==> src/rtl/crcd_regs.vh <==
// Offsets, field positions, reset values and timing counts of the bridge control registers
// Notes on behaviour
// - Retry-expired flag sets when a retried master misses 2^15 clocks.
// - Expired flags stay set until software writes one; zero leaves them.
// - Retry status bit 7 enables host retry counter; resets to one.
// - Retry status bit 6 enables card retry counters; resets to one.
// - Bit 5 reads one after card path B retry expires; resets zero.
// - Bit 3 reads one after card path A retry expires; resets zero.
// - Bit 1 reads one after host target retry expires; resets zero.
// - Retry status bits 4, 2, 0 ignore writes and read zero.
// - Ring enable zero blocks ring output; one routes it to MFUNC, and to the wake terminal only while ring terminal select is zero.
// - Video enable bit tri-states socket video terminals; resets zero.
// - Audio-to-mux bit forwards card audio to the audio PWM terminal.
// - Speaker terminal driven with card speaker only while enable is one.
// - Card control bit 0 sets on card interrupt, clears on write one.
// - Power lock set ignores socket power-off requests while in D3.
// - Device control bit 6 forces 3-V capability report; resets one.
// - Bits 2:1 select interrupt signaling mode; reset value 11.
// - Device control bit 5 is writable diagnostic, resets one.
// - Card control bits 4 and 3 read zero.
// - Device control bit 4 reads zero.
`ifndef CRCD_REGS_VH
`define CRCD_REGS_VH

// Register indices; byte address is four times the index
`define CRCD_IDX_RETRY 12'h0090
`define CRCD_IDX_CARD 12'h0091
`define CRCD_IDX_DEV 12'h0092

// Reset values
`define CRCD_RST_RETRY 8'hc0
`define CRCD_RST_CARD 8'h00
`define CRCD_RST_DEV 8'h66

// Retry status fields
`define CRCD_RS_HOST_EN 7
`define CRCD_RS_CARD_EN 6
`define CRCD_RS_B_EXP 5
`define CRCD_RS_A_EXP 3
`define CRCD_RS_H_EXP 1

// Card control fields
`define CRCD_CC_RING_EN 7
`define CRCD_CC_VIDEO 6
`define CRCD_CC_RSVD5 5
`define CRCD_CC_AUDIO 2
`define CRCD_CC_CARD_SPEAKER_SIGNAL 1
`define CRCD_CC_IRQ 0

// Device control fields
`define CRCD_DC_LOCK 7
`define CRCD_DC_LV_CAP 6
`define CRCD_DC_DIAG 5
`define CRCD_DC_TEST3 3
`define CRCD_DC_MODE_HI 2
`define CRCD_DC_MODE_LO 1
`define CRCD_DC_TEST0 0

// Retry timeout, in bus clock cycles
`define CRCD_RETRY_LIMIT_CYC 16'h8000

// AHB transfer type
`define CRCD_HTRANS_NONSEQ 2'b10

`endif

==> src/rtl/crcd_retry_timer.v <==
// One retry timeout counter for a single master path
`timescale 1ns/1ps
`default_nettype none
module crcd_retry_timer #(
  parameter [15:0] LIMIT = 16'h8000
) (
  input wire clk_in,
  input wire rst_n_in,
  input wire enable_in,
  input wire retry_in,
  input wire return_in,
  output reg expired_out
);
  reg run_ff;
  reg [15:0] count_ff;

  always @(posedge clk_in) begin
    if (!rst_n_in) begin
      run_ff <= 1'b0;
      count_ff <= 16'h0000;
      expired_out <= 1'b0;
    end else begin
      expired_out <= 1'b0;
      if (!enable_in || return_in) begin
        // Disabled or master came back: stop and clear
        run_ff <= 1'b0;
        count_ff <= 16'h0000;
      end else if (run_ff) begin
        if (count_ff == LIMIT - 16'h0001) begin
          expired_out <= 1'b1;
          run_ff <= 1'b0;
          count_ff <= 16'h0000;
        end else begin
          count_ff <= count_ff + 16'h0001;
        end
      end else if (retry_in) begin
        // First retry starts the count; later retries do not restart it
        run_ff <= 1'b1;
        count_ff <= 16'h0000;
      end
    end
  end
endmodule // crcd_retry_timer
`default_nettype wire

==> src/rtl/crcd_top.v <==
// Retry, card control and device control registers behind an AHB-Lite slave
//
// Added by the designer: the AHB-Lite register port.
`timescale 1ns/1ps
`default_nettype none
`include "crcd_regs.vh"
module crcd_top #(
  parameter [15:0] RETRY_LIMIT = `CRCD_RETRY_LIMIT_CYC
) (
  input wire clk_in,
  input wire rst_n_in,
  // AHB-Lite slave
  input wire hsel_in,
  input wire [31:0] haddr_in,
  input wire [1:0] htrans_in,
  input wire hwrite_in,
  input wire [2:0] hsize_in,
  input wire [31:0] hwdata_in,
  input wire hready_in,
  output reg [31:0] hrdata_out,
  output reg hreadyout_out,
  output reg hresp_out,
  // Retry paths: bit 0 host, bit 1 card A, bit 2 card B
  input wire [2:0] retry_issued_in,
  input wire [2:0] master_returned_in,
  // Card side signals
  input wire ring_indicate_output_in,
  input wire ring_terminal_select_in,
  input wire card_audio_signal_in,
  input wire card_speaker_signal_in,
  input wire card_functional_irq_in,
  // Power management
  input wire in_d3_state_in,
  input wire socket_power_off_req_in,
  // Routed outputs
  output reg ring_to_mfunc_out,
  output reg ring_to_wake_terminal_out,
  output reg compat_video_hiz_out,
  output reg card_audio_pwm_function_out,
  output reg speaker_output_terminal_out,
  output reg speaker_output_oe_out,
  output reg socket_power_off_out,
  output reg low_voltage_capable_out,
  output reg [1:0] irq_signaling_mode_out
);

  // Register select codes
  localparam [1:0] SEL_NONE = 2'b00;
  localparam [1:0] SEL_RETRY = 2'b01;
  localparam [1:0] SEL_CARD = 2'b10;
  localparam [1:0] SEL_DEV = 2'b11;

  // Bus phase states
  localparam [1:0] ST_IDLE = 2'b00;
  localparam [1:0] ST_WRITE = 2'b01;
  localparam [1:0] ST_READ = 2'b10;
  localparam [1:0] ST_RDONE = 2'b11;

  // Reset images, so single bits can be picked at their field positions
  localparam [7:0] RST_RETRY = `CRCD_RST_RETRY;
  localparam [7:0] RST_CARD = `CRCD_RST_CARD;
  localparam [7:0] RST_DEV = `CRCD_RST_DEV;

  // Word address decode shared by read and write
  function [1:0] crcd_reg_sel;
    input [31:0] addr;
    begin
      if (addr == {18'h0_0000, `CRCD_IDX_RETRY, 2'b00}) begin
        crcd_reg_sel = SEL_RETRY;
      end else if (addr == {18'h0_0000, `CRCD_IDX_CARD, 2'b00}) begin
        crcd_reg_sel = SEL_CARD;
      end else if (addr == {18'h0_0000, `CRCD_IDX_DEV, 2'b00}) begin
        crcd_reg_sel = SEL_DEV;
      end else begin
        crcd_reg_sel = SEL_NONE;
      end
    end
  endfunction

  // Write strobe of one register, taken at the end of the data phase
  function crcd_wr_hit;
    input take;
    input [1:0] sel;
    input [1:0] want;
    begin
      crcd_wr_hit = take && (sel == want);
    end
  endfunction

  reg [1:0] state_ff;
  reg [1:0] sel_ff;

  // Register state
  reg host_retry_counter_en_ff;
  reg card_retry_counter_en_ff;
  reg host_retry_expired_ff;
  reg card_a_retry_expired_ff;
  reg card_b_retry_expired_ff;
  reg ring_output_enable_ff;
  reg compat_video_enable_ff;
  reg card_rsvd5_ff;
  reg audio_to_mux_enable_ff;
  reg speaker_route_enable_ff;
  reg card_functional_irq_flag_ff;
  reg socket_power_lock_ff;
  reg low_voltage_capable_force_ff;
  reg diagnostic_default_one_ff;
  reg test_bit3_ff;
  reg [1:0] irq_signaling_mode_ff;
  reg test_bit0_ff;

  wire [2:0] timer_en;
  wire [2:0] expired;
  wire addr_ok;
  wire wr_take;
  wire rd_req;
  wire wr_req;
  wire wr_retry;
  wire wr_card;
  wire wr_dev;
  wire [2:0] flag_clr;
  wire [7:0] wdat;
  wire [7:0] retry_view;
  wire [7:0] card_view;
  wire [7:0] dev_view;
  reg [7:0] rd_mux;

  // Host counter gated by bit 7, both card paths by bit 6
  assign timer_en = {card_retry_counter_en_ff, card_retry_counter_en_ff,
                     host_retry_counter_en_ff};

  genvar gi;
  generate
    for (gi = 0; gi < 3; gi = gi + 1) begin : g_timer
      crcd_retry_timer #(
        .LIMIT(RETRY_LIMIT)
      ) u_timer (
        .clk_in(clk_in),
        .rst_n_in(rst_n_in),
        .enable_in(timer_en[gi]),
        .retry_in(retry_issued_in[gi]),
        .return_in(master_returned_in[gi]),
        .expired_out(expired[gi])
      );
    end
  endgenerate

  assign addr_ok = hsel_in && hready_in && (htrans_in == `CRCD_HTRANS_NONSEQ);
  assign wr_req = addr_ok && hwrite_in;
  assign rd_req = addr_ok && !hwrite_in;
  assign wr_take = (state_ff == ST_WRITE) && hready_in;
  assign wdat = hwdata_in[7:0];

  // One write strobe per register
  assign wr_retry = crcd_wr_hit(wr_take, sel_ff, SEL_RETRY);
  assign wr_card = crcd_wr_hit(wr_take, sel_ff, SEL_CARD);
  assign wr_dev = crcd_wr_hit(wr_take, sel_ff, SEL_DEV);

  // Write-one clears of the sticky expiry flags
  assign flag_clr[0] = wr_retry && wdat[`CRCD_RS_H_EXP];
  assign flag_clr[1] = wr_retry && wdat[`CRCD_RS_A_EXP];
  assign flag_clr[2] = wr_retry && wdat[`CRCD_RS_B_EXP];

  // Bus sequencing; reads take one wait state so write data is already stored
  always @(posedge clk_in) begin
    if (!rst_n_in) begin
      state_ff <= ST_IDLE;
      sel_ff <= SEL_NONE;
      hreadyout_out <= 1'b1;
      hresp_out <= 1'b0;
      hrdata_out <= 32'h0000_0000;
    end else begin
      hresp_out <= 1'b0;
      case (state_ff)
        ST_READ: begin
          hrdata_out <= {24'h00_0000, rd_mux};
          hreadyout_out <= 1'b1;
          state_ff <= ST_RDONE;
        end
        default: begin
          if (state_ff == ST_WRITE && !hready_in) begin
            state_ff <= ST_WRITE;
          end else if (wr_req) begin
            sel_ff <= crcd_reg_sel(haddr_in);
            state_ff <= ST_WRITE;
          end else if (rd_req) begin
            sel_ff <= crcd_reg_sel(haddr_in);
            hreadyout_out <= 1'b0;
            state_ff <= ST_READ;
          end else begin
            state_ff <= ST_IDLE;
          end
        end
      endcase
    end
  end

  // Read views; reserved bits are wired to zero, except card control bit 5, which reads back as stored
  assign retry_view = {host_retry_counter_en_ff, card_retry_counter_en_ff,
                       card_b_retry_expired_ff, 1'b0,
                       card_a_retry_expired_ff, 1'b0,
                       host_retry_expired_ff, 1'b0};
  assign card_view = {ring_output_enable_ff, compat_video_enable_ff,
                      card_rsvd5_ff, 2'b00,
                      audio_to_mux_enable_ff, speaker_route_enable_ff,
                      card_functional_irq_flag_ff};
  assign dev_view = {socket_power_lock_ff, low_voltage_capable_force_ff,
                     diagnostic_default_one_ff, 1'b0,
                     test_bit3_ff, irq_signaling_mode_ff, test_bit0_ff};

  // Unmapped words read as zero
  always @* begin
    case (sel_ff)
      SEL_RETRY: begin
        rd_mux = retry_view;
      end
      SEL_CARD: begin
        rd_mux = card_view;
      end
      SEL_DEV: begin
        rd_mux = dev_view;
      end
      default: begin
        rd_mux = 8'h00;
      end
    endcase
  end

  // Retry status register
  always @(posedge clk_in) begin
    if (!rst_n_in) begin
      host_retry_counter_en_ff <= RST_RETRY[`CRCD_RS_HOST_EN];
      card_retry_counter_en_ff <= RST_RETRY[`CRCD_RS_CARD_EN];
      host_retry_expired_ff <= RST_RETRY[`CRCD_RS_H_EXP];
      card_a_retry_expired_ff <= RST_RETRY[`CRCD_RS_A_EXP];
      card_b_retry_expired_ff <= RST_RETRY[`CRCD_RS_B_EXP];
    end else begin
      if (wr_retry) begin
        host_retry_counter_en_ff <= wdat[`CRCD_RS_HOST_EN];
        card_retry_counter_en_ff <= wdat[`CRCD_RS_CARD_EN];
      end
      // Set wins over a same-cycle write-one clear
      if (expired[0]) begin
        host_retry_expired_ff <= 1'b1;
      end else if (flag_clr[0]) begin
        host_retry_expired_ff <= 1'b0;
      end
      if (expired[1]) begin
        card_a_retry_expired_ff <= 1'b1;
      end else if (flag_clr[1]) begin
        card_a_retry_expired_ff <= 1'b0;
      end
      if (expired[2]) begin
        card_b_retry_expired_ff <= 1'b1;
      end else if (flag_clr[2]) begin
        card_b_retry_expired_ff <= 1'b0;
      end
    end
  end

  // Card control register
  always @(posedge clk_in) begin
    if (!rst_n_in) begin
      ring_output_enable_ff <= RST_CARD[`CRCD_CC_RING_EN];
      compat_video_enable_ff <= RST_CARD[`CRCD_CC_VIDEO];
      card_rsvd5_ff <= RST_CARD[`CRCD_CC_RSVD5];
      audio_to_mux_enable_ff <= RST_CARD[`CRCD_CC_AUDIO];
      speaker_route_enable_ff <= RST_CARD[`CRCD_CC_CARD_SPEAKER_SIGNAL];
      card_functional_irq_flag_ff <= RST_CARD[`CRCD_CC_IRQ];
    end else begin
      if (wr_card) begin
        ring_output_enable_ff <= wdat[`CRCD_CC_RING_EN];
        compat_video_enable_ff <= wdat[`CRCD_CC_VIDEO];
        // Stored as written; software keeps it at zero
        card_rsvd5_ff <= wdat[`CRCD_CC_RSVD5];
        audio_to_mux_enable_ff <= wdat[`CRCD_CC_AUDIO];
        speaker_route_enable_ff <= wdat[`CRCD_CC_CARD_SPEAKER_SIGNAL];
      end
      if (card_functional_irq_in) begin
        card_functional_irq_flag_ff <= 1'b1;
      end else if (wr_card && wdat[`CRCD_CC_IRQ]) begin
        card_functional_irq_flag_ff <= 1'b0;
      end
    end
  end

  // Device control register
  always @(posedge clk_in) begin
    if (!rst_n_in) begin
      socket_power_lock_ff <= RST_DEV[`CRCD_DC_LOCK];
      low_voltage_capable_force_ff <= RST_DEV[`CRCD_DC_LV_CAP];
      diagnostic_default_one_ff <= RST_DEV[`CRCD_DC_DIAG];
      test_bit3_ff <= RST_DEV[`CRCD_DC_TEST3];
      irq_signaling_mode_ff <= RST_DEV[`CRCD_DC_MODE_HI:`CRCD_DC_MODE_LO];
      test_bit0_ff <= RST_DEV[`CRCD_DC_TEST0];
    end else if (wr_dev) begin
      socket_power_lock_ff <= wdat[`CRCD_DC_LOCK];
      low_voltage_capable_force_ff <= wdat[`CRCD_DC_LV_CAP];
      diagnostic_default_one_ff <= wdat[`CRCD_DC_DIAG];
      // Test bits only stored; no function behind them
      test_bit3_ff <= wdat[`CRCD_DC_TEST3];
      irq_signaling_mode_ff <= wdat[`CRCD_DC_MODE_HI:`CRCD_DC_MODE_LO];
      test_bit0_ff <= wdat[`CRCD_DC_TEST0];
    end
  end

  // Routed outputs, one register stage
  always @(posedge clk_in) begin
    if (!rst_n_in) begin
      ring_to_mfunc_out <= 1'b0;
      ring_to_wake_terminal_out <= 1'b0;
      compat_video_hiz_out <= 1'b0;
      card_audio_pwm_function_out <= 1'b0;
      speaker_output_terminal_out <= 1'b0;
      speaker_output_oe_out <= 1'b0;
      socket_power_off_out <= 1'b0;
    end else begin
      ring_to_mfunc_out <= ring_output_enable_ff &
                           ring_indicate_output_in;
      ring_to_wake_terminal_out <= ring_output_enable_ff &
                                   ~ring_terminal_select_in &
                                   ring_indicate_output_in;
      compat_video_hiz_out <= compat_video_enable_ff;
      card_audio_pwm_function_out <= audio_to_mux_enable_ff &
                                     card_audio_signal_in;
      // Pin released, not driven low, while disabled
      speaker_output_oe_out <= speaker_route_enable_ff;
      speaker_output_terminal_out <= speaker_route_enable_ff &
                                     card_speaker_signal_in;
      // Lock only matters in D3; power-off passes in other states
      socket_power_off_out <= socket_power_off_req_in &
                              ~(socket_power_lock_ff & in_d3_state_in);
    end
  end

  // Configuration mirrors; kept apart so pin routing stays one small process
  always @(posedge clk_in) begin
    if (!rst_n_in) begin
      low_voltage_capable_out <= RST_DEV[`CRCD_DC_LV_CAP];
      irq_signaling_mode_out <= RST_DEV[`CRCD_DC_MODE_HI:`CRCD_DC_MODE_LO];
    end else begin
      low_voltage_capable_out <= low_voltage_capable_force_ff;
      irq_signaling_mode_out <= irq_signaling_mode_ff;
    end
  end

endmodule // crcd_top
`default_nettype wire

==> config.mk <==
export PLATFORM = sky130hd
export DESIGN_NAME = crcd_top
export DESIGN_NICKNAME = d
export VERILOG_FILES = /design/src/rtl/crcd_retry_timer.v /design/src/rtl/crcd_top.v
export VERILOG_INCLUDE_DIRS = /design/src /design/src/rtl
export SDC_FILE = /design/constraint.sdc
export NUM_CORES = 1
export LEC_CHECK = 0
export ABC_AREA = 1
export BUFFER_PORTS_ARGS = -buffer_cell sky130_fd_sc_hd__buf_2
export CORE_MARGIN = 2
export CORE_UTILIZATION = 55
export CTS_BUF_LIST = sky130_fd_sc_hd__clkbuf_8
export DETAILED_ROUTE_END_ITERATION = 8
export GPL_TIMING_DRIVEN = 0
export PLACE_DENSITY_LB_ADDON = 0.05
export SYNTH_ARGS = -nofsm -noshare
export SYNTH_HDL_FRONTEND = slang
export SYNTH_SLANG_ARGS = --single-unit
==> constraint.sdc <==
create_clock -name clk_in -period 1.9 [get_ports clk_in]
set_input_delay 0 -clock clk_in [delete_from_list [all_inputs] [get_ports clk_in]]
set_output_delay 0 -clock clk_in [all_outputs]
set_load 0.01 [all_outputs]
Yosys cells after proc, flatten, opt, wreduce, memory -nomap -nowiden
Cells that the tools add are included.

$add $sub $neg: 3. Equality and inequality tests: 12. Mux-type cells: 39. Bitwise logic cells: 16. Reductions and logical operators: 37.

Operators with widths (count): $mux 16 (9); $eq 32x10->1 const B (3); $add 16x1->16 const B (3); $eq 16x15->1 const B (3); $pmux 8 s3 (1); $mux 1 (20); $mux 2 (9); $reduce_bool 2->1 (8); $logic_and 1x1->1 (13); $not 1->1 (9); $reduce_or 3->1 (3); $eq 2x2->1 const B (4); $reduce_or 2->1 (4); $and 1x1->1 (7); $reduce_and 3->1 (2); $eq 2x1->1 const B (2); $logic_not 1->1 (4); $logic_or 1x1->1 (3).

Flip-flop bits (word level): 95. Output and inout bits: 44.

Depth between registers and ports, before layout
Gate-level depths: netlist of the first run.

Depth after elaboration: 7. Gate-level depth with buffers: 9. Depth with buffers taken out: 9.

By module
From an unflattened synthesis of the first run, not the netlist that was laid out.

Cells, all modules: 729. Area total of the unflattened synthesis: 4986.0 um^2.

By module, submodules not included: crcd_retry_timer (times used 3, cells an instance 148, area each 1018.5 um^2, sequential area each 360.3 um^2); crcd_top (times used 1, cells an instance 285, area each 1930.6 um^2, sequential area each 800.8 um^2).

Worst setup path before layout of the first run
OpenSTA, ideal clock, no wires.

Path type: register -> register. Start: reg g_timer[2].u_timer.count_ff[0]. End: reg g_timer[2].u_timer.count_ff[13]. Arrival time: 1.271 ns. Data required time: 1.830 ns. Path slack: 0.558 ns. Cell stages (with the launch flop): 9. Buffers on the path: 0. Clock period less this slack: 1.342 ns. Cells stage by stage: dfxtp_1 > ha_1 > inv_1 > nor2_2 > nand2_1 > nor2_1 > nor2_2 > nand3_1 > a21oi_1.

Longest elaborated chain between the ends: 3. Elaborated cells between the ends (all ways): 4. Those cells by class: 1 x add/sub; 1 x eq/ne; 2 x mux.

RTL lines: start: declaration (line crcd_retry_timer.v:15) `reg [15:0] count_ff;`; start signal: assignment (line crcd_retry_timer.v:34) `count_ff <= count_ff + 16'h0001;`; $add 16x1->16 or $eq 16x15->1 (tied branches) (line crcd_retry_timer.v:34, crcd_retry_timer.v:29); $mux 16 * (line crcd_retry_timer.v:29) `if (count_ff == LIMIT - 16'h0001) begin`; $mux 16 * (line crcd_retry_timer.v:28) `end else if (run_ff) begin`.

Every way passes the cells marked *; elsewhere a longest branch is shown, timed or not. A chain may end at the register's enable or synchronous reset.

Worst setup path in the final report of the first run
Start: reg state_ff[1]. End: reg card_functional_irq_flag_ff.

Longest elaborated chain between the ends: 5.

RTL lines: start: declaration (line crcd_top.v:90) `reg [1:0] state_ff;`; start signal: assignment (line crcd_top.v:167) `state_ff <= ST_IDLE;`; start signal: assignment (line crcd_top.v:178) `state_ff <= ST_RDONE;`; start signal: assignment (line crcd_top.v:182) `state_ff <= ST_WRITE;`; $eq 2x1->1 (line crcd_top.v:151) `assign wr_take = (state_ff == ST_WRITE) && hready_in;`; $logic_and 1x1->1 (line crcd_top.v:151); $logic_and 1x1->1 (line crcd_top.v:86) `crcd_wr_hit = take && (sel == want);`; $logic_and 1x1->1 (line crcd_top.v:281) `` end else if (wr_card && wdat[`CRCD_CC_IRQ]) begin ``; $reduce_bool 2->1 (no source line); end signal: assignment (line crcd_top.v:269) `` card_functional_irq_flag_ff <= RST_CARD[`CRCD_CC_IRQ]; ``; end: declaration (line crcd_top.v:104) `reg card_functional_irq_flag_ff;`.

No other way between the ends.

==> reports/qor.yml, run 1 <==
outcome: "finished, final reports clean"
clock_latency_ps: 360
syn_avg_cell_area_um2: 6.72
antenna_found_initial: 0
cts_setup_buffers: 0
max-clock-path-buffers: 2
fmax_mhz: 577
num_rows: 34
hold_violations: 0
die_y_um: 98.3
syn_to_final_growth_pct: 21.3
grt_max_degree: 16
cp.required_ps: 2130
dieWidth_um: 98.3
hp-start: "htrans_in[0]"
grt_pass1_vias: 4502
fin_util_pct: 68.4
ios: 131
stdcell_count: 977
fin_ws_ps: 167
final_layout_size_suffix_gt1_share_pct: 18.5
slowest_delay_ps: 560
drc: 0
wl_mm: 11.1
setup_viol: 0
drt_iter0_markers: 171
timing.slew.headroom_pct: 64.2
dp_hpwl_mm: 8.33
htree_levels: 3
reg2reg_from: "state_ff[1]"
worstRegToRegCells: 7
irDropWorstVdd_mv: 0.490
num-fill-cells: 748
hold_class: "in -> reg"
hold_ws_ps: 46.3
antenna_left: 0
gp_congestion: 0.917
dp_slack_ps: 309
fin_crit_ps: 1730
cts.reportedPaths.clkPinSlew_ps: 80
slew_violations: 0
ys_seq_area_share_pct: 38.5
core_um2: 8680
dp_cells: 937
vias: 4847
endpoint: "card_functional_irq_flag_ff"
rsz0062_at_grt: "false"
nets: 954
p_per_area_nw_per_um2: 610
startpoint: "state_ff[1]"
overflow: 0
synth_cells: 728
die_area_um2: 9660
r2r_slack_ps: 170
post_drt_wl_per_cell_um: 11.4
maxCapViolations: 0
cp-start-kind: "register"
ys_warn_count: 0
cts_buffers: 9
p_leak_nw: 2.73
r2r_end: "card_functional_irq_flag_ff"
crit_chain: "inv_1 -> nand3_1 -> nor2_2 -> nand2_1 -> a21oi_1 -> dlygate4sd3_1 -> nor2_1"
worst_setup_path_end_kind: "register"
io_buffers: 76
synth_cell_types: 37
critical_path_arrival_ps: 1960
cts.sinks: 94
skew_ps: 13.3
critPathSlowestCell: "dlygate4sd3_1"
cts_tree: "done"
start_util_pct: 56.4
diodes: 0
grt_pass1_wl_mm: 19.3
fin_setup_tns_ps: 0
finalCritPeriodShare_pct: 91.2
cts_root_buf: "clkbuf_8"
grt_use_total_pct: 23.8
dr.pass1.iters: 5
syn_area_um2: 4890
ys_seq_elements: 94
viasPerCell: 4.96
tightest_slew_ps: 537
crit_type: "reg -> reg"
worst-path-max-fanout: 6
cell usage after synthesis (all sizes together):
cell / number / area [µm²]
xor2: 9 / 78.8
nand3b: 5 / 50.1
a31o: 2 / 17.5
nand3: 52 / 260
conb: 1 / 3.75
and2: 3 / 18.8
ha: 3 / 37.5
nor2: 100 / 430
buf: 34 / 234
xnor2: 9 / 78.8
nor3: 24 / 141
a21o: 1 / 7.51
nand2: 187 / 714
o21bai: 2 / 15.0
dfxtp: 94 / 1880
a21oi: 53 / 265
or2: 3 / 18.8
a31oi: 1 / 6.26
nand4: 9 / 62.6
clkbuf: 4 / 15.0
nor4: 2 / 12.5
inv: 99 / 372
o221ai: 2 / 17.5
o211ai: 2 / 15.0
o21ai: 26 / 130
a211oi: 1 / 7.51
where the power goes:
group          leakage (nW)  internal [mW]  total (mW)  switching (mW)
Clock                0.0924          0.599        1.30           0.697
Sequential            0.759           1.98        1.99         0.00718
Combinational          1.88          0.153       0.337           0.184
cells by family (layout without fill, tap and decap cells):
kind of cell	Yosys count	count (layout)	share of synthesized area [%]
AND/OR/NAND/NOR	385	385	34.9
buffers and inverters	137	253	12.7
flip-flops	94	94	38.5
AO/OA/AOI/OAI	90	90	9.85
XOR/XNOR	18	18	3.22
adder cells (fa/ha/maj)	3	3	0.767
other	1	26	0.0767
layout by cell type (no fill, tap or decap), drive strengths merged:
cell	netlist	routed
a211oi	1	1
a21o	1	1
a21oi	53	53
a31o	2	2
a31oi	1	1
and2	3	3
buf	34	110
bufinv	0	1
clkbuf	4	13
clkinv	0	2
clkinvlp	0	3
conb	1	26
dfxtp	94	94
dlygate4sd3	0	24
ha	3	3
inv	99	100
nand2	187	187
nand3	52	52
nand3b	5	5
nand4	9	9
nor2	100	100
nor3	24	24
nor4	2	2
o211ai	2	2
o21ai	26	26
o21bai	2	2
o221ai	2	2
or2	3	3
xnor2	9	9
xor2	9	9
final cells by class:
| class | instances | area, µm² | share of cell area (%) |
|---|---|---|---|
| Multi-Input combinational cell | 522 | 2490 | 41.9 |
| Sequential cell | 94 | 1880 | 31.7 |
| Timing Repair Buffer | 100 | 621 | 10.5 |
| Inverter | 99 | 372 | 6.26 |
| Buffer | 38 | 249 | 4.20 |
| Tap cell | 108 | 135 | 2.28 |
| Clock buffer | 9 | 124 | 2.09 |
| Clock inverter | 7 | 66.3 | 1.12 |
state kept, by name, indices dropped and copies added, names as in the netlist, 2 cells and up:
register / count
g_timer.u_timer.count_ff: 48
g_timer.u_timer.expired_out: 3
state_ff: 2
sel_ff: 2
irq_signaling_mode_ff: 2
irq_signaling_mode_out: 2
hrdata_out: 7
g_timer.u_timer.run_ff: 3
worst max-delay path, delay by kind of cell (launching register included):
family | cells | cell delay [ps]
buffers and inverters | 2 | 640
and+or+nand+nor | 4 | 540
DFF | 1 | 310
AOI/OAI and AO/OA | 1 | 120
routing by layer:
metal / vias to the layer above / routed length, µm / track usage [%]
li1: 2525 / - / -
met1: 2182 / 4970 / 30.5
met2: 131 / 5400 / 41.5
met3: 9 / 639 / 3.51
met4: 0 / 109 / 6.95
met5: - / 0 / 0
metrics by stage:
stage	power (mW)	instance area (µm²)
floorplan	2.22	4990
global placement	2.32	5500
detailed placement	2.33	5500
CTS	3.65	5930
global route	3.78	5930
finish	3.62	5930
worst min path at each step:
| stage | end | depth (start not counted) |
|---|---|---|
| 2_1_floorplan | ring_to_wake_terminal_out | 1 |
| 3_3_place_gp | ring_to_wake_terminal_out | 2 |
| 3_5_place_dp | socket_power_off_out | 2 |
| 4_1_cts | state_ff[0] | 5 |
| 5_1_grt | state_ff[0] | 5 |
| 6_report | state_ff[1] | 5 |
repair_timing:
action / CTS / global route
hold buffers: 24 / 0
hold endpoints to repair: 43 / 0
setup endpoints to repair: 0 / 1
gates resized for setup: 0 / 1
Note: power is estimated with default switching activity, not from simulation.
==> inputs of run 2 (changes only) <==
- clock period: 1.9 -> 1.7 ns (I/O delays scaled with it)
==> run 2 against run 1 <==
Against the previous run:
- cell area rose by 0.30%
- largest power group unchanged
- wire length rose by 0.66%
- clock power rose by 12%
==> reports/qor.yml, run 2 (synthesis gave the netlist of run 1 again) <==
dieWidth_um: 98.3  # unchanged
timing.slew.headroom_pct: 64.7  # was 64.2%
ios: 131  # unchanged
cts_tree: "done"  # unchanged
crit_type: "reg -> reg"  # unchanged
fin_area_um2: 5950  # was 5930 µm²
cp.required_ps: 1950  # was 2130 ps
hold_class: "in -> reg"  # unchanged
die_y_um: 98.3  # unchanged
vias: 4839  # was 4847
cts.reportedPaths.clkPinSlew_ps: 90  # was 80 ps
cts.sinks: 94  # unchanged
busiest_layer: "met2"  # unchanged
hold_violations: 0  # unchanged
start_util_pct: 56.4  # unchanged
die_area_um2: 9660  # unchanged
reg2reg_from: "g_timer[0].u_timer.count_ff[1]"  # was state_ff[1]
critical_path_arrival_ps: 1800  # was 1960 ps
num_rows: 34  # unchanged
grtUsageMet2_pct: 41.4  # was 41.5%
tightest_slew_ps: 530  # was 537 ps
finalCritPeriodShare_pct: 90.8  # was 91.2%
hp-start: "htrans_in[0]"  # unchanged
drc: 0  # unchanged
grt_pass1_wl_mm: 19.3  # about the same
cts_setup_buffers: 0  # unchanged
worstRegToRegCells: 8  # was 7
p_per_area_nw_per_um2: 680  # was 610 nW/µm²
dp_hpwl_mm: 8.33  # unchanged
fin_crit_ps: 1540  # was 1730 ps
htree_levels: 3  # unchanged
syn_to_final_growth_pct: 21.7  # was 21.3%
fmax_mhz: 648  # was 577 MHz
maxCapViolations: 0  # unchanged
core_um2: 8680  # unchanged
setup_viol: 0  # unchanged
worst_setup_path_end_kind: "register"  # unchanged
fin_setup_tns_ps: 0  # unchanged
overflow: 0  # unchanged
dr.pass1.iters: 4  # was 5
final_common_cell: "nand2_1"  # unchanged
io_buffers: 76  # unchanged
startpoint: "g_timer[0].u_timer.count_ff[1]"  # was state_ff[1]
max-clock-path-buffers: 2  # unchanged
wl_mm: 11.2  # was 11.1 mm
total_power_mw: 4.05  # was 3.62 mW
antenna_left: 0  # unchanged
antenna_found_initial: 0  # unchanged
endpoint: "g_timer[0].u_timer.count_ff[14]"  # was card_functional_irq_flag_ff
post_drt_wl_per_cell_um: 11.5  # was 11.4 µm
slew_violations: 0  # unchanged
met1_usage_pct: 30.5  # unchanged
stdcell_count: 976  # was 977
r2r_slack_ps: 160  # was 170 ps
top_regs: "g_timer.u_timer.count_ff (48), hrdata_out (7)"  # unchanged
largest_reg_flops: 48  # unchanged
cts_root_buf: "clkbuf_8"  # unchanged
skew_ps: 11.0  # was 13.3 ps
final_cell_mix: "nand2_1, inv_1, dfxtp_1"  # unchanged
num-fill-cells: 748  # unchanged
viasPerCell: 4.96  # about the same
final_layout_size_suffix_gt1_share_pct: 18.4  # was 18.5%
nets: 953  # was 954
dp_cells: 937  # unchanged
rsz0062_at_grt: "false"  # unchanged
grt_use_total_pct: 23.7  # was 23.8%
cts_buffers: 9  # unchanged
p_leak_nw: 2.72  # was 2.73 nW
grt_pass1_vias: 4494  # was 4502
irDropWorstVdd_mv: 0.552  # was 0.490 mV
regMostFlops: "g_timer.u_timer.count_ff"  # unchanged
dpl_cell_area_um2: 5500  # unchanged
gp_congestion: 0.917  # unchanged
grt_max_degree: 16  # unchanged
grt_use_met3_pct: 3.51  # unchanged
cp-start-kind: "register"  # unchanged
drt_iter0_markers: 179  # was 171
diodes: 0  # unchanged
worst-path-max-fanout: 4  # was 6
clock_latency_ps: 360  # about the same
outcome: "finished, final reports clean"  # unchanged
r2r_end: "g_timer[0].u_timer.count_ff[14]"  # was card_functional_irq_flag_ff
run 2: worst min path at each step:
stage | to | slack [ps] | cells after the start
2_1_floorplan | ring_to_wake_terminal_out | 80 | 1
3_3_place_gp | ring_to_wake_terminal_out | 170 | 2
3_5_place_dp | socket_power_off_out | 180 | 2
4_1_cts | state_ff[0] | 40 | 5
5_1_grt | state_ff[0] | 50 | 5
6_report | state_ff[1] | 40 | 5
run 2: cell type report:
class	instances	area, µm²	area share, %
Tap cell	108	135	2.27
Clock buffer	9	124	2.08
Buffer	38	249	4.18
Timing Repair Buffer	99	611	10.3
Sequential cell	94	1880	31.6
Clock inverter	7	66.3	1.11
Inverter	99	372	6.24
Multi-Input combinational cell	522	2510	42.2
run 2: worst max-delay path: stages (launching register included):
cell and delay [ps]:
dfxtp_1 390, ha_1 190, nand2_1 80, inv_1 100, nand3b_1 180, nor2_4 170, nand4_2 110, o21ai_0 160
nor2_1 50
run 2: power by group:
part           switching, mW  internal, mW
combinational          0.208         0.171
clock                  0.777         0.669
sequential           0.00807          2.21
total                  0.993          3.05
run 2: layer usage:
| metal | routed length [µm] | share of wire (%) | vias to the layer above |
|---|---|---|---|
| met5 | 0 | 0 | - |
| met4 | 130 | 1.2 | 0 |
| met3 | 645 | 5.8 | 10 |
| met2 | 5410 | 48 | 130 |
| met1 | 5000 | 45 | 2177 |
| li1 | - | - | 2522 |
run 2: what timing repair did:
| action | 4_1_cts | 5_1_grt |
|---|---|---|
| hold endpoints to repair | 43 | 0 |
| hold buffers | 23 | 0 |
| gates resized for setup | 0 | 6 |
| endpoints found under the setup margin | 0 | 21 |
run 2: stage by stage:
step / hold slack (ps) / setup slack [ps] / util [%]
2_1_floorplan: 76.4 / 358 / -
3_3_place_gp: 170 / 149 / 63.4
3_5_place_dp: 179 / 109 / 63.4
4_1_cts: 37.5 / 82.2 / 68.2
5_1_grt: 54.7 / 5.85 / 68.6
6_report: 44.0 / 156 / 68.6
==> inputs of run 3 (changes only) <==
- clock period: 1.7 -> 1.5 ns (I/O delays scaled with it)
==> run 3 against run 2 <==
Against the previous run:
- critical path depth shrank 2
- non-clock buffer count grew 5
- clock skew grew 0.85 ps
- register-to-register slack lost 80 ps
- setup slack lost 77 ps
- core utilization grew 2.0 points
- via count grew 0.54%
- global-route usage is essentially flat
==> reports/qor.yml, run 3 (synthesis gave the netlist of run 1 again) <==
outcome: "finished, final reports clean"  # unchanged
top_regs: "g_timer.u_timer.count_ff (48), hrdata_out (7)"  # unchanged
core_um2: 8680  # unchanged
irDropWorstVdd_mv: 0.609  # was 0.552 mV
dr.pass1.iters: 4  # unchanged
grt_pass1_vias: 4506  # was 4494
p_leak_nw: 2.76  # was 2.72 nW
wl_mm: 11.5  # was 11.2 mm
dp_hpwl_mm: 8.33  # unchanged
num_rows: 34  # unchanged
diodes: 0  # unchanged
clock_latency_ps: 360  # about the same
overflow: 0  # unchanged
slowest_delay_ps: 360  # was 390 ps
slew_violations: 0  # unchanged
drc: 0  # unchanged
fin_util_pct: 70.6  # was 68.6%
r2r_slack_ps: 80  # was 160 ps
timing.slew.headroom_pct: 65.3  # was 64.7%
cp-start-kind: "register"  # unchanged
final_layout_size_suffix_gt1_share_pct: 22.8  # was 18.4%
critPathSlowestCell: "dfxtp_2"  # was dfxtp_1
cp.required_ps: 1750  # was 1950 ps
grt_use_total_pct: 23.8  # was 23.7%
finalCritPeriodShare_pct: 94.7  # was 90.8%
htree_levels: 3  # unchanged
hold_ws_ps: 43.2  # was 44.0 ps
regMostFlops: "g_timer.u_timer.count_ff"  # unchanged
worst_setup_path_end_kind: "register"  # unchanged
largest_reg_flops: 48  # unchanged
final_cell_mix: "nand2_1, inv_1, dfxtp_1"  # unchanged
io_buffers: 76  # unchanged
drt_iter0_markers: 174  # was 179
crit_type: "reg -> reg"  # unchanged
nets: 958  # was 953
antenna_found_initial: 0  # unchanged
start_util_pct: 56.4  # unchanged
maxCapViolations: 0  # unchanged
viasPerCell: 4.96  # about the same
path_buf_inv: 1  # unchanged
skew_ps: 11.8  # was 11.0 ps
grt_max_degree: 16  # unchanged
hold_class: "in -> reg"  # unchanged
max-clock-path-buffers: 2  # unchanged
syn_to_final_growth_pct: 25.2  # was 21.7%
cts_tree: "done"  # unchanged
dieWidth_um: 98.3  # unchanged
grt_pass1_wl_mm: 19.3  # about the same
die_y_um: 98.3  # unchanged
gp_congestion: 0.917  # unchanged
vias: 4865  # was 4839
rsz0062_at_grt: "true"  # was false
worst-path-max-fanout: 4  # unchanged
fmax_mhz: 704  # was 648 MHz
critical_path_arrival_ps: 1670  # was 1800 ps
cts.reportedPaths.clkPinSlew_ps: 90  # about the same
die_area_um2: 9660  # unchanged
cp_top_family: "simple AND/OR/NAND/NOR gates"  # unchanged
p_per_area_nw_per_um2: 750  # was 680 nW/µm²
setup_viol: 0  # unchanged
post_drt_wl_per_cell_um: 11.7  # was 11.5 µm
antenna_left: 0  # unchanged
ios: 131  # unchanged
cts.sinks: 94  # unchanged
final_common_cell: "nand2_1"  # unchanged
fin_crit_ps: 1420  # was 1540 ps
crit_chain: "ha_2 -> inv_4 -> nor3_4 -> nand4_1 -> o21ai_1 -> a21oi_1"  # was ha_1 -> nand2_1 -> inv_1 -> nand3b_1 -> nor2_4 -> nand4_2 -> o21ai_0 -> nor2_1
tightest_slew_ps: 520  # was 530 ps
hold_violations: 0  # unchanged
cts_root_buf: "clkbuf_8"  # unchanged
cts_buffers: 9  # unchanged
[run 3: cell types whose count changed in the layout (fill, tap and decap cells not counted), sizes merged]
cell | before | now
buf | 110 | 115
[run 3: final cells by class]
type                    instances  area [µm²]
plain buffers                  38         250
clock buffers                   9         124
clock inverters                 7        66.3
fillers                       720        2550
inverters                      99         374
multi-input cells             522        2640
flip-flops and latches         94        1890
well taps                     108         135
repair buffers                104         648
[run 3: through the flow]
step           area, µm²  setup WS (ps)  setup TNS [ps]  power, mW  std cells
6_report            6130           79.5               0       4.59        981
5_1_grt             6130          -33.8            -210       4.80        981
4_1_cts             5960           3.47               0       4.62        977
3_5_place_dp        5500          -91.2            -963       2.95        937
3_3_place_gp        5500          -50.9            -377       2.94        937
2_1_floorplan       4990            158               0       2.81        753
[run 3: worst paths after layout]
| kind | from | to | cells past startpoint |
|---|---|---|---|
| setup reg to reg | g_timer[2].u_timer.count_ff[1] | g_timer[2].u_timer.count_ff[14] | 6 |
| setup / recovery | g_timer[2].u_timer.count_ff[1] | g_timer[2].u_timer.count_ff[14] | 6 |
| hold reg to reg | irq_signaling_mode_ff[1] | irq_signaling_mode_out[1] | 2 |
| hold / removal | htrans_in[0] | state_ff[1] | 5 |
[run 3: routing by layer]
| metal | routed length, µm | global-route usage, % | part of all wire [%] | vias to the layer above |
|---|---|---|---|---|
| met5 | 0 | 0 | 0 | - |
| met4 | 124 | 7.17 | 1.1 | 0 |
| met3 | 582 | 3.44 | 5.1 | 10 |
| met2 | 5630 | 41.5 | 49 | 127 |
| met1 | 5150 | 30.5 | 45 | 2197 |
| li1 | - | - | - | 2531 |
[run 3: power by group]
| part | leakage, nW | internal (mW) | switching (mW) |
|---|---|---|---|
| combinational | 1.90 | 0.195 | 0.241 |
| clock | 0.0924 | 0.758 | 0.882 |
| sequential | 0.762 | 2.51 | 0.00954 |
| total | 2.76 | 3.46 | 1.13 |
[run 3: worst min-delay path: cells and delay by family]
family,cells,cell delay [ps]
AOI/OAI and AO/OA,1,50
and+or+nand+nor,3,220
buffers and inverters,1,70
[run 3: repair_timing]
action	4_1_cts	5_1_grt
hold buffers	23	0
setup buffers	1	4
hold endpoints to repair	43	0
pin swaps	1	9
resized for setup	10	42
endpoints found under the setup margin	32	55
